===== src/logic/dps_pkg.sv =====
// package: timing constants and state encoding for the dual-port sram port controller
package dps_pkg;
   // ****************************************
   // widths
   // ****************************************
   localparam int ADDR_W = 10;
   localparam int DATA_W = 8;
   localparam int CLK_PERIOD_NS = 10;
   localparam int CNT_W = 6;
   // ****************************************
   // device timing, slowest grade (ns)
   // ****************************************
   localparam int WRITE_PULSE_NS = 55;
   localparam int WRITE_FLOAT_NS = 40;
   localparam int DATA_VALID_BEFORE_WRITE_END_NS = 40;
   localparam int ADDR_VALID_TO_WRITE_END_NS = 90;
   localparam int SELECT_TO_WRITE_END_NS = 90;
   localparam int WRITE_CYCLE_NS = 100;
   localparam int READ_CYCLE_NS = 100;
   localparam int READ_ACCESS_NS = 100;
   localparam int FLAG_ACCESS_NS = 50;
   // ****************************************
   // derived cycle counts (least times round up)
   // ****************************************
   localparam int WRITE_FLOAT_CYC = (WRITE_FLOAT_NS + CLK_PERIOD_NS - 1) / CLK_PERIOD_NS;
   localparam int DATA_VALID_CYC =
      (DATA_VALID_BEFORE_WRITE_END_NS + CLK_PERIOD_NS - 1) / CLK_PERIOD_NS;
   localparam int PULSE_BASE_CYC = (WRITE_PULSE_NS + CLK_PERIOD_NS - 1) / CLK_PERIOD_NS;
   localparam int PULSE_OE_CYC = WRITE_FLOAT_CYC + DATA_VALID_CYC;
   localparam int SELECT_CYC = (SELECT_TO_WRITE_END_NS + CLK_PERIOD_NS - 1) / CLK_PERIOD_NS;
   localparam int WRITE_CYC = (WRITE_CYCLE_NS + CLK_PERIOD_NS - 1) / CLK_PERIOD_NS;
   localparam int READ_CYC = (READ_ACCESS_NS + CLK_PERIOD_NS - 1) / CLK_PERIOD_NS;
   localparam int FLAG_CYC = (FLAG_ACCESS_NS + CLK_PERIOD_NS - 1) / CLK_PERIOD_NS;
   localparam int RECOVER_CYC = 1;

   typedef enum logic [5:0] {
      ST_IDLE   = 6'h01,
      ST_SETUP  = 6'h02,
      ST_FLAG   = 6'h04,
      ST_STROBE = 6'h08,
      ST_READ   = 6'h10,
      ST_RECOV  = 6'h20
   } dps_state_type;
endpackage : dps_pkg


===== src/logic/dps_port_ctrl.sv =====
// module: host-side cycle generator for one asynchronous port of a dual-port sram
`timescale 1ns/1ps

// Functional notes
// - address changes only with strobe or select high
// - strobe width covers float plus data valid
// - expansion mode delays strobe by flag access
// - no host data drive while device drives
// - recovery counted from first rising enable
// - read: strobe high, enable low, address early
// - address valid 90 ns before write end
// - write data valid 40 ns before write end
// - select low 90 ns before write end
module dps_port_ctrl
#(
   parameter bit EXPANSION = 1'b0,
   parameter bit OE_IN_WRITE = 1'b0
)
(
   // clock and reset
   input wire logic clk,
   input wire logic rst,
   // user request
   input wire logic reqValid,
   input wire logic reqWrite,
   input wire logic [dps_pkg::ADDR_W-1:0] reqAddr,
   input wire logic [dps_pkg::DATA_W-1:0] reqData,
   output logic reqReady,
   output logic rspValid,
   output logic [dps_pkg::DATA_W-1:0] rspData,
   // sram port pins
   output logic [dps_pkg::ADDR_W-1:0] memAddr,
   output logic memSelectN,
   output logic memWriteN,
   output logic memOutEnN,
   output logic [dps_pkg::DATA_W-1:0] memDataOut,
   output logic memDataOe,
   input wire logic [dps_pkg::DATA_W-1:0] memDataIn
);
   import dps_pkg::*;

   localparam int STROBE_CYC = (OE_IN_WRITE && PULSE_OE_CYC > PULSE_BASE_CYC) ?
      PULSE_OE_CYC : PULSE_BASE_CYC;
   localparam int STROBE_TOTAL = (STROBE_CYC > SELECT_CYC) ? STROBE_CYC : SELECT_CYC;
   localparam int FLAG_WAIT = EXPANSION ? FLAG_CYC : 0;
   localparam int WRITE_BODY = FLAG_WAIT + STROBE_TOTAL;
   localparam int WRITE_PAD = (WRITE_CYC > WRITE_BODY) ? WRITE_CYC - WRITE_BODY : RECOVER_CYC;
   // one shared low time for select and strobe: it must meet the pulse width,
   // the select-to-end time and, with the enable low, float plus data valid
   // expansion puts the flag wait between select and strobe; the cycle pad
   // only ever adds cycles, never removes the one recovery cycle

   typedef struct packed {
      dps_state_type state;
      logic [CNT_W-1:0] cnt;
      logic isWrite;
      logic reqReady;
      logic rspValid;
      logic [DATA_W-1:0] rspData;
      logic [ADDR_W-1:0] memAddr;
      logic memSelectN;
      logic memWriteN;
      logic memOutEnN;
      logic [DATA_W-1:0] memDataOut;
      logic memDataOe;
      logic [DATA_W-1:0] sync1;
      logic [DATA_W-1:0] sync2;
   } dps_regs_type;

   dps_regs_type st_reg;
   dps_regs_type st_next;

   // ****************************************
   // next state
   // ****************************************
   always_comb
   begin
      st_next = st_reg;
      // response is a one-cycle pulse; rspData holds until the next read
      st_next.rspValid = 1'b0;
      // pin data is asynchronous: two flops before anything reads it
      st_next.sync1 = memDataIn;
      st_next.sync2 = st_reg.sync1;
      case (st_reg.state)
         ST_IDLE:
         begin
            if (reqValid && st_reg.reqReady)
            begin
               // address moves only while select and strobe are high
               st_next.memAddr = reqAddr;
               st_next.isWrite = reqWrite;
               st_next.memDataOut = reqData;
               st_next.reqReady = 1'b0;
               st_next.state = ST_SETUP;
            end
         end
         ST_SETUP:
         begin
            if (st_reg.isWrite)
            begin
               // select falls with the strobe, or FLAG_WAIT cycles before it in expansion; enable low only with OE_IN_WRITE
               st_next.memOutEnN = OE_IN_WRITE ? 1'b0 : 1'b1;
               st_next.memSelectN = 1'b0;
               st_next.cnt = CNT_W'(FLAG_WAIT);
               st_next.state = EXPANSION ? ST_FLAG : ST_STROBE;
               if (!EXPANSION)
               begin
                  st_next.memWriteN = 1'b0;
                  st_next.cnt = CNT_W'(STROBE_TOTAL - 1);
               end
            end
            else
            begin
               // read: strobe high, enable low, address already stable
               st_next.memWriteN = 1'b1;
               st_next.memOutEnN = 1'b0;
               st_next.memSelectN = 1'b0;
               st_next.cnt = CNT_W'(READ_CYC + 2);
               st_next.state = ST_READ;
            end
         end
         ST_FLAG:
         begin
            // expansion: strobe only after flag access delay
            if (st_reg.cnt <= CNT_W'(1))
            begin
               st_next.memWriteN = 1'b0;
               st_next.cnt = CNT_W'(STROBE_TOTAL - 1);
               st_next.state = ST_STROBE;
            end
            else
               st_next.cnt = st_reg.cnt - CNT_W'(1);
         end
         ST_STROBE:
         begin
            // count runs down from STROBE_TOTAL-1, so the float wait starts at
            // the strobe fall and data then stands longer than data valid
            // drive data only once device outputs floated
            if (!OE_IN_WRITE || st_reg.cnt <= CNT_W'(STROBE_TOTAL - WRITE_FLOAT_CYC))
               st_next.memDataOe = 1'b1;
            if (st_reg.cnt == '0)
            begin
               // overlap ends: device latches the byte
               st_next.memWriteN = 1'b1;
               st_next.memSelectN = 1'b1;
               st_next.cnt = CNT_W'(WRITE_PAD);
               st_next.state = ST_RECOV;
            end
            else
               st_next.cnt = st_reg.cnt - CNT_W'(1);
         end
         ST_READ:
         begin
            // extra two cycles absorb the input synchroniser
            if (st_reg.cnt == '0)
            begin
               st_next.rspData = st_reg.sync2;
               st_next.rspValid = 1'b1;
               // select and enable rise together and float the device
               st_next.memSelectN = 1'b1;
               st_next.memOutEnN = 1'b1;
               st_next.cnt = CNT_W'(RECOVER_CYC);
               st_next.state = ST_RECOV;
            end
            else
               st_next.cnt = st_reg.cnt - CNT_W'(1);
         end
         ST_RECOV:
         begin
            // data held past the strobe rise; recovery from first rising enable
            st_next.memDataOe = 1'b0;
            st_next.memOutEnN = 1'b1;
            if (st_reg.cnt <= CNT_W'(1))
            begin
               st_next.reqReady = 1'b1;
               st_next.state = ST_IDLE;
            end
            else
               st_next.cnt = st_reg.cnt - CNT_W'(1);
         end
         default:
         begin
            st_next.state = ST_IDLE;
         end
      endcase
   end

   // ****************************************
   // registers
   // ****************************************
   // reset loads constants only; every strobe idles inactive high
   always_ff @(posedge clk or posedge rst)
   begin
      if (rst)
      begin
         st_reg <= '{state: ST_IDLE, cnt: '0, isWrite: 1'b0, reqReady: 1'b1,
            rspValid: 1'b0, rspData: '0, memAddr: '0, memSelectN: 1'b1,
            memWriteN: 1'b1, memOutEnN: 1'b1, memDataOut: '0, memDataOe: 1'b0,
            sync1: '0, sync2: '0};
      end
      else
         st_reg <= st_next;
   end

   assign reqReady = st_reg.reqReady;
   assign rspValid = st_reg.rspValid;
   assign rspData = st_reg.rspData;
   assign memAddr = st_reg.memAddr;
   assign memSelectN = st_reg.memSelectN;
   assign memWriteN = st_reg.memWriteN;
   assign memOutEnN = st_reg.memOutEnN;
   assign memDataOut = st_reg.memDataOut;
   assign memDataOe = st_reg.memDataOe;
endmodule : dps_port_ctrl


===== config.mk =====
export PLATFORM = sky130hd
export DESIGN_NAME = dps_port_ctrl
export DESIGN_NICKNAME = d
export VERILOG_FILES = /design/src/logic/dps_pkg.sv /design/src/logic/dps_port_ctrl.sv
export SDC_FILE = /design/constraint.sdc
export NUM_CORES = 1
export LEC_CHECK = 0
export ABC_CLOCK_PERIOD_IN_PS = 2300
export BUFFER_PORTS_ARGS = -buffer_cell sky130_fd_sc_hd__buf_4
export CAP_MARGIN = 30
export CORE_UTILIZATION = 55
export CTS_BUF_LIST = sky130_fd_sc_hd__clkbuf_2
export CTS_CLUSTER_DIAMETER = 120
export DETAILED_ROUTE_END_ITERATION = 16
export PLACE_DENSITY = 0.81
export SETUP_SLACK_MARGIN = 0.05
export SLEW_MARGIN = 25
export SYNTH_ARGS = -nofsm -noshare
export SYNTH_HDL_FRONTEND = slang
export SYNTH_SLANG_ARGS = --single-unit

===== constraint.sdc =====
create_clock -name clk -period 2.3 [get_ports clk]
set_input_delay 0.46 -clock clk [delete_from_list [all_inputs] [get_ports clk]]
set_output_delay 0.46 -clock clk [all_outputs]
set_load 0.02 [all_outputs]

* After elaboration in Yosys (flattened, before gate mapping)
Cells that the tools add are included.
** Storage, ports and cells
- Bits in registers :: 61
- Input bits :: 30
- Output and inout bits :: 32
** Cells by class
- $add $sub $neg :: 1
- Order comparisons :: 1
- Equal/unequal tests :: 13
- Mux-type cells :: 23
- Reductions and logical operators :: 17
** Operators with widths (number)
- $mux 6 :: 7
- $pmux 6 s5 :: 1
- $pmux 6 s4 :: 1
- $mux 9 :: 2
- $ne 2x2->1 const B :: 6
- $mux 11 :: 1
- $pmux 1 s3 :: 3
- $reduce_and 3->1 :: 3
- $reduce_bool 3->1 :: 3
- $reduce_and 2->1 :: 4
- $eq 6x1->1 const B :: 1
- $eq 6x2->1 const B :: 1
- $eq 6x3->1 const B :: 1
- $eq 6x4->1 const B :: 1
- $eq 6x5->1 const B :: 1
- $eq 6x6->1 const B :: 1
- $le 6x1->1 const B :: 1
- $logic_not 6->1 :: 1
- $sub 6x1->6 const B :: 1
- $mux 1 :: 4
- $mux 2 :: 2
- $pmux 1 s2 :: 2
- $reduce_and 4->1 :: 1
- $reduce_bool 2->1 :: 2
- other kinds (4) :: 4

* Longest topological paths before layout
- Depth in word-level cells :: 4
- Mapped depth :: 7
- Depth with buffers taken out :: 7

* Worst setup path after synthesis
Ideal clock, no wire load.
- Kind :: register to register
- Start point :: reg st_reg[49] (netlist name)
- End point :: reg st_reg[50] (netlist name)
- Arrival :: 1.583 ns
- Setup slack :: 0.593 ns
- Cell stages (with the launch flop) :: 7
- Cells stage by stage :: dfrtp_1 -> inv_1 -> ha_1 -> nor2_1 -> o41ai_2 -> a21oi_2 -> mux2_2
** On the way
- Cells in the longest elaborated chain, start to end :: 3
** Ends and longest elaborated chain
- from (decl) :: RTL line dps_port_ctrl.sv:70 : dps_regs_type st_reg;
- from (signal assigned) :: RTL line dps_port_ctrl.sv:196 : st_reg <= '{state: ST_IDLE, cnt: '0, isWrite: 1'b0, reqReady: 1'b1,
- from (signal assigned) :: RTL line dps_port_ctrl.sv:202 : st_reg <= st_next;
- $sub 6x1->6, or another cell as far along
- $mux 6, or another cell as far along :: RTL line dps_port_ctrl.sv:173 : if (st_reg.cnt <= CNT_W'(1))
- $pmux 6 s4 / $reduce_and 2->1 (equally long branches)
Several ways; a longest one is shown, not always the timed one. The select of a mux whose other input is x is not followed.
A chain may end at the register's enable or synchronous reset.

* Worst setup path in the final report
- Start point :: reg st_reg[51] (netlist name)
- End point :: reg st_reg[51] (netlist name)
Same word-level chain as after synthesis.

==> impl_metrics.tcl <==
set metrics [dict create \
    worstRegToRegCells 5 \
    relSlewSlack_pct 64.5 \
    grt_pass1_vias 1570 \
    dr_wl_met2_um 2130 \
    grt_usage_pct 19.9 \
    p_per_area_nw_per_um2 755 \
    n_antenna_cell 0 \
    endpoint_kind "register" \
    largest_reg_flops 20 \
    swShare_pct 27.3 \
    finalClockSkew_ps 18.2 \
    routabilityCongestion 0.782 \
    cts.path.max_buffers 2 \
    p_leak_nw 1.58 \
    crit_fanout 5 \
    post_drt_wl_per_cell_um 14.5 \
    worst_slew_pin_slew_ps 528 \
    synth_cell_type_count 41 \
    start_util_pct 58.2 \
    grt_antenna_before_repair 0 \
    drive_gt1_share_pct 47.2 \
    synth_fp_nets 230 \
    cts_tree "done" \
    internal_power_mw 1.71 \
    combPwrFrac_pct 17.0 \
    outcome "finished, final reports clean" \
    met3_length_um 212 \
    r2r_start "st_reg[51]" \
    routed_wl_um 4450 \
    grt-ovfl-total 0 \
    cts_resized 0 \
    coreArea_um2 4410 \
    clk_pin_slew_worst_paths_ps 160 \
    die_h_um 70.3 \
    maxCapViolCount 0 \
    ys.warnings.count 0 \
    r2r_setup_slack_ps 300 \
    vias_per_cell 5.34 \
    ioPinCount 62 \
    numCtsBuffers 9 \
    synth_seq_cells 60 \
    netlist_instances 197 \
    min-delay-start "reqAddr[5]" \
    portBuffers 61 \
    fin_crit_sh_pct 87.1 \
    syn_area_um2 2570 \
    avgSynthCellArea_um2 13.0 \
    drt_iter0_drc 91 \
    drv_slew 0 \
    worst-endpoint-arrival_ps 2410 \
    dpl_cell_area_um2 2890 \
    crit_type "register to register" \
    finalSetupViolations 0 \
    rsz0062_at_grt "false" \
    ys_seq_area_share_pct 58.7 \
    clkLatencyLatePin_ps 500 \
    ir_drop_mv 0.458 \
    postCtsHoldBufs 1 \
    met1_length_um 1980 \
    cts_setup_buffers 0 \
    detail-route-antenna-nets 0 \
    final_area_um2 3120 \
    hold_end "memAddr[5]" \
    hp-class "input pin to register" \
    dp_hpwl_um 2990 \
    fmax_mhz 499 \
    num_rows 24 \
    drc 0 \
    crit_slowest_cell "nor4_1" \
    nNetsFinal 282 \
    netSwitchingPower_mw 0.642 \
    htree_levels 3 \
    crit_chain "nor4_1, nand2_1, a31oi_1, o32ai_1, a22o_1" \
    r2r_end "st_reg[51]" \
    grt_pass1_wl_um 7330 \
    finalHoldViolCount 0 \
    areaGrowthSynthToFinish_pct 21.4 \
    pwr-share-clk_pct 31.7 \
    clock-sinks 60 \
    layout_commonest_cell "buf_4" \
    num_vias 1634 \
    mostFrequentLayoutCells "buf_4 (61), dfrtp_1 (55), mux2_2 (27)" \
    dieArea_um2 4950 \
    grt_max_degree 61 \
    fin_tns_setup_ps 0 \
    max_stage_delay_ps 520 \
    cp.required_ps 2700 \
    cts_root_buffer "clkbuf_2" \
    period_needed_ps 2000 \
    power_frac_seq_pct 51.3 \
    drt_pass1_iterations 4 \
    start_kind "register" \
    top_layer "met4" \
    fin_util_pct 70.7 \
    die_w_um 70.3 \
    min_path_cells 2 \
]
==> stage by stage <==
| step | std cells | total power [mW] | hold slack (ps) | setup slack (ps) |
|---|---|---|---|---|
| after floorplan | 197 | 1.52 | 331 | 364 |
| after global placement | 281 | 1.61 | 332 | 343 |
| after detailed placement | 281 | 1.62 | 335 | 337 |
| after CTS | 298 | 2.37 | 23.2 | 316 |
| after global routing | 306 | 2.46 | 143 | 159 |
| final | 306 | 2.35 | 190 | 297 |
==> worst max-delay path: cells and delay by family (launching register included) <==
| family | cells | cell delay [ps] |
|---|---|---|
| AND/OR/NAND/NOR | 2 | 720 |
| flip-flops | 1 | 460 |
| AO/OA/AOI/OAI | 3 | 730 |
==> Yosys cell counts, drive strengths merged <==
| cell | count | area (um2) |
|---|---|---|
| a2111oi | 1 | 15.0 |
| a21o | 2 | 15.0 |
| a21oi | 4 | 23.8 |
| a221o | 1 | 10.0 |
| a22o | 2 | 17.5 |
| a31o | 1 | 8.76 |
| a31oi | 1 | 6.26 |
| and2 | 1 | 6.26 |
| and3 | 1 | 6.26 |
| and3b | 2 | 17.5 |
| buf | 30 | 218 |
| dfrtp | 55 | 1380 |
| dfstp | 5 | 131 |
| ha | 3 | 37.5 |
| inv | 9 | 33.8 |
| mux2 | 27 | 304 |
| nand2 | 8 | 32.5 |
| nand3 | 4 | 25.0 |
| nand4 | 1 | 6.26 |
| nor2 | 9 | 33.8 |
| nor2b | 2 | 12.5 |
| nor3 | 3 | 20.0 |
| nor4 | 3 | 33.8 |
| nor4b | 4 | 47.6 |
| o211ai | 1 | 7.51 |
| o21ai | 8 | 40.0 |
| o32ai | 1 | 8.76 |
| o41ai | 2 | 25.0 |
| or2 | 2 | 12.5 |
| or4b | 1 | 10.0 |
| xnor2 | 1 | 8.76 |
| xor2 | 2 | 17.5 |
==> logic make-up (layout without fill, tap and decap cells) <==
| kind of cell | after synthesis | after routing | share of synthesized area, % |
|---|---|---|---|
| and+or+nand+nor | 41 | 41 | 10.3 |
| buffers and inverters | 39 | 96 | 9.79 |
| AOI/OAI and AO/OA | 24 | 24 | 6.92 |
| adders and majority gates | 3 | 3 | 1.46 |
| DFF | 60 | 60 | 58.7 |
| muxes | 27 | 27 | 11.8 |
| xor gates and xnor gates | 3 | 3 | 1.02 |
==> power groups by stage <==
stage / logic (mW) / clock network (mW) / registers (mW)
6_report: 0.399 / 0.748 / 1.21
5_1_grt: 0.433 / 0.803 / 1.22
4_1_cts: 0.393 / 0.764 / 1.21
3_5_place_dp: 0.392 / 0 / 1.23
3_3_place_gp: 0.382 / 0 / 1.23
2_1_floorplan: 0.305 / 0 / 1.22
==> routing by layer <==
layer | GRT usage [%] | vias to the layer above
li1 | - | 763
met1 | 26.1 | 814
met2 | 28.8 | 45
met3 | 6.06 | 12
met4 | 12.7 | 0
met5 | 0 | -
==> worst max path at each step <==
stage | from | endpoint | slack [ps] | cells after the start
5_1_grt | st_reg[51] | st_reg[52] | 160 | 5
6_report | st_reg[51] | st_reg[51] | 300 | 5
2_1_floorplan | rst | memAddr[0] | 360 | 1
4_1_cts | st_reg[58] | memDataOut[6] | 320 | 4
3_5_place_dp | st_reg[58] | memDataOut[4] | 340 | 4
3_3_place_gp | st_reg[58] | memDataOut[7] | 340 | 4
==> area by class of cell <==
| type | count | area [um2] |
|---|---|---|
| Sequential cell | 60 | 1510 |
| Fill cell | 309 | 1290 |
| Multi-Input combinational cell | 98 | 810 |
| Timing Repair Buffer | 71 | 568 |
| Clock inverter | 7 | 90.1 |
| Tap cell | 52 | 65.1 |
| Clock buffer | 9 | 45.0 |
| Inverter | 9 | 33.8 |
No activity file was read; power rests on OpenSTA's default activity.
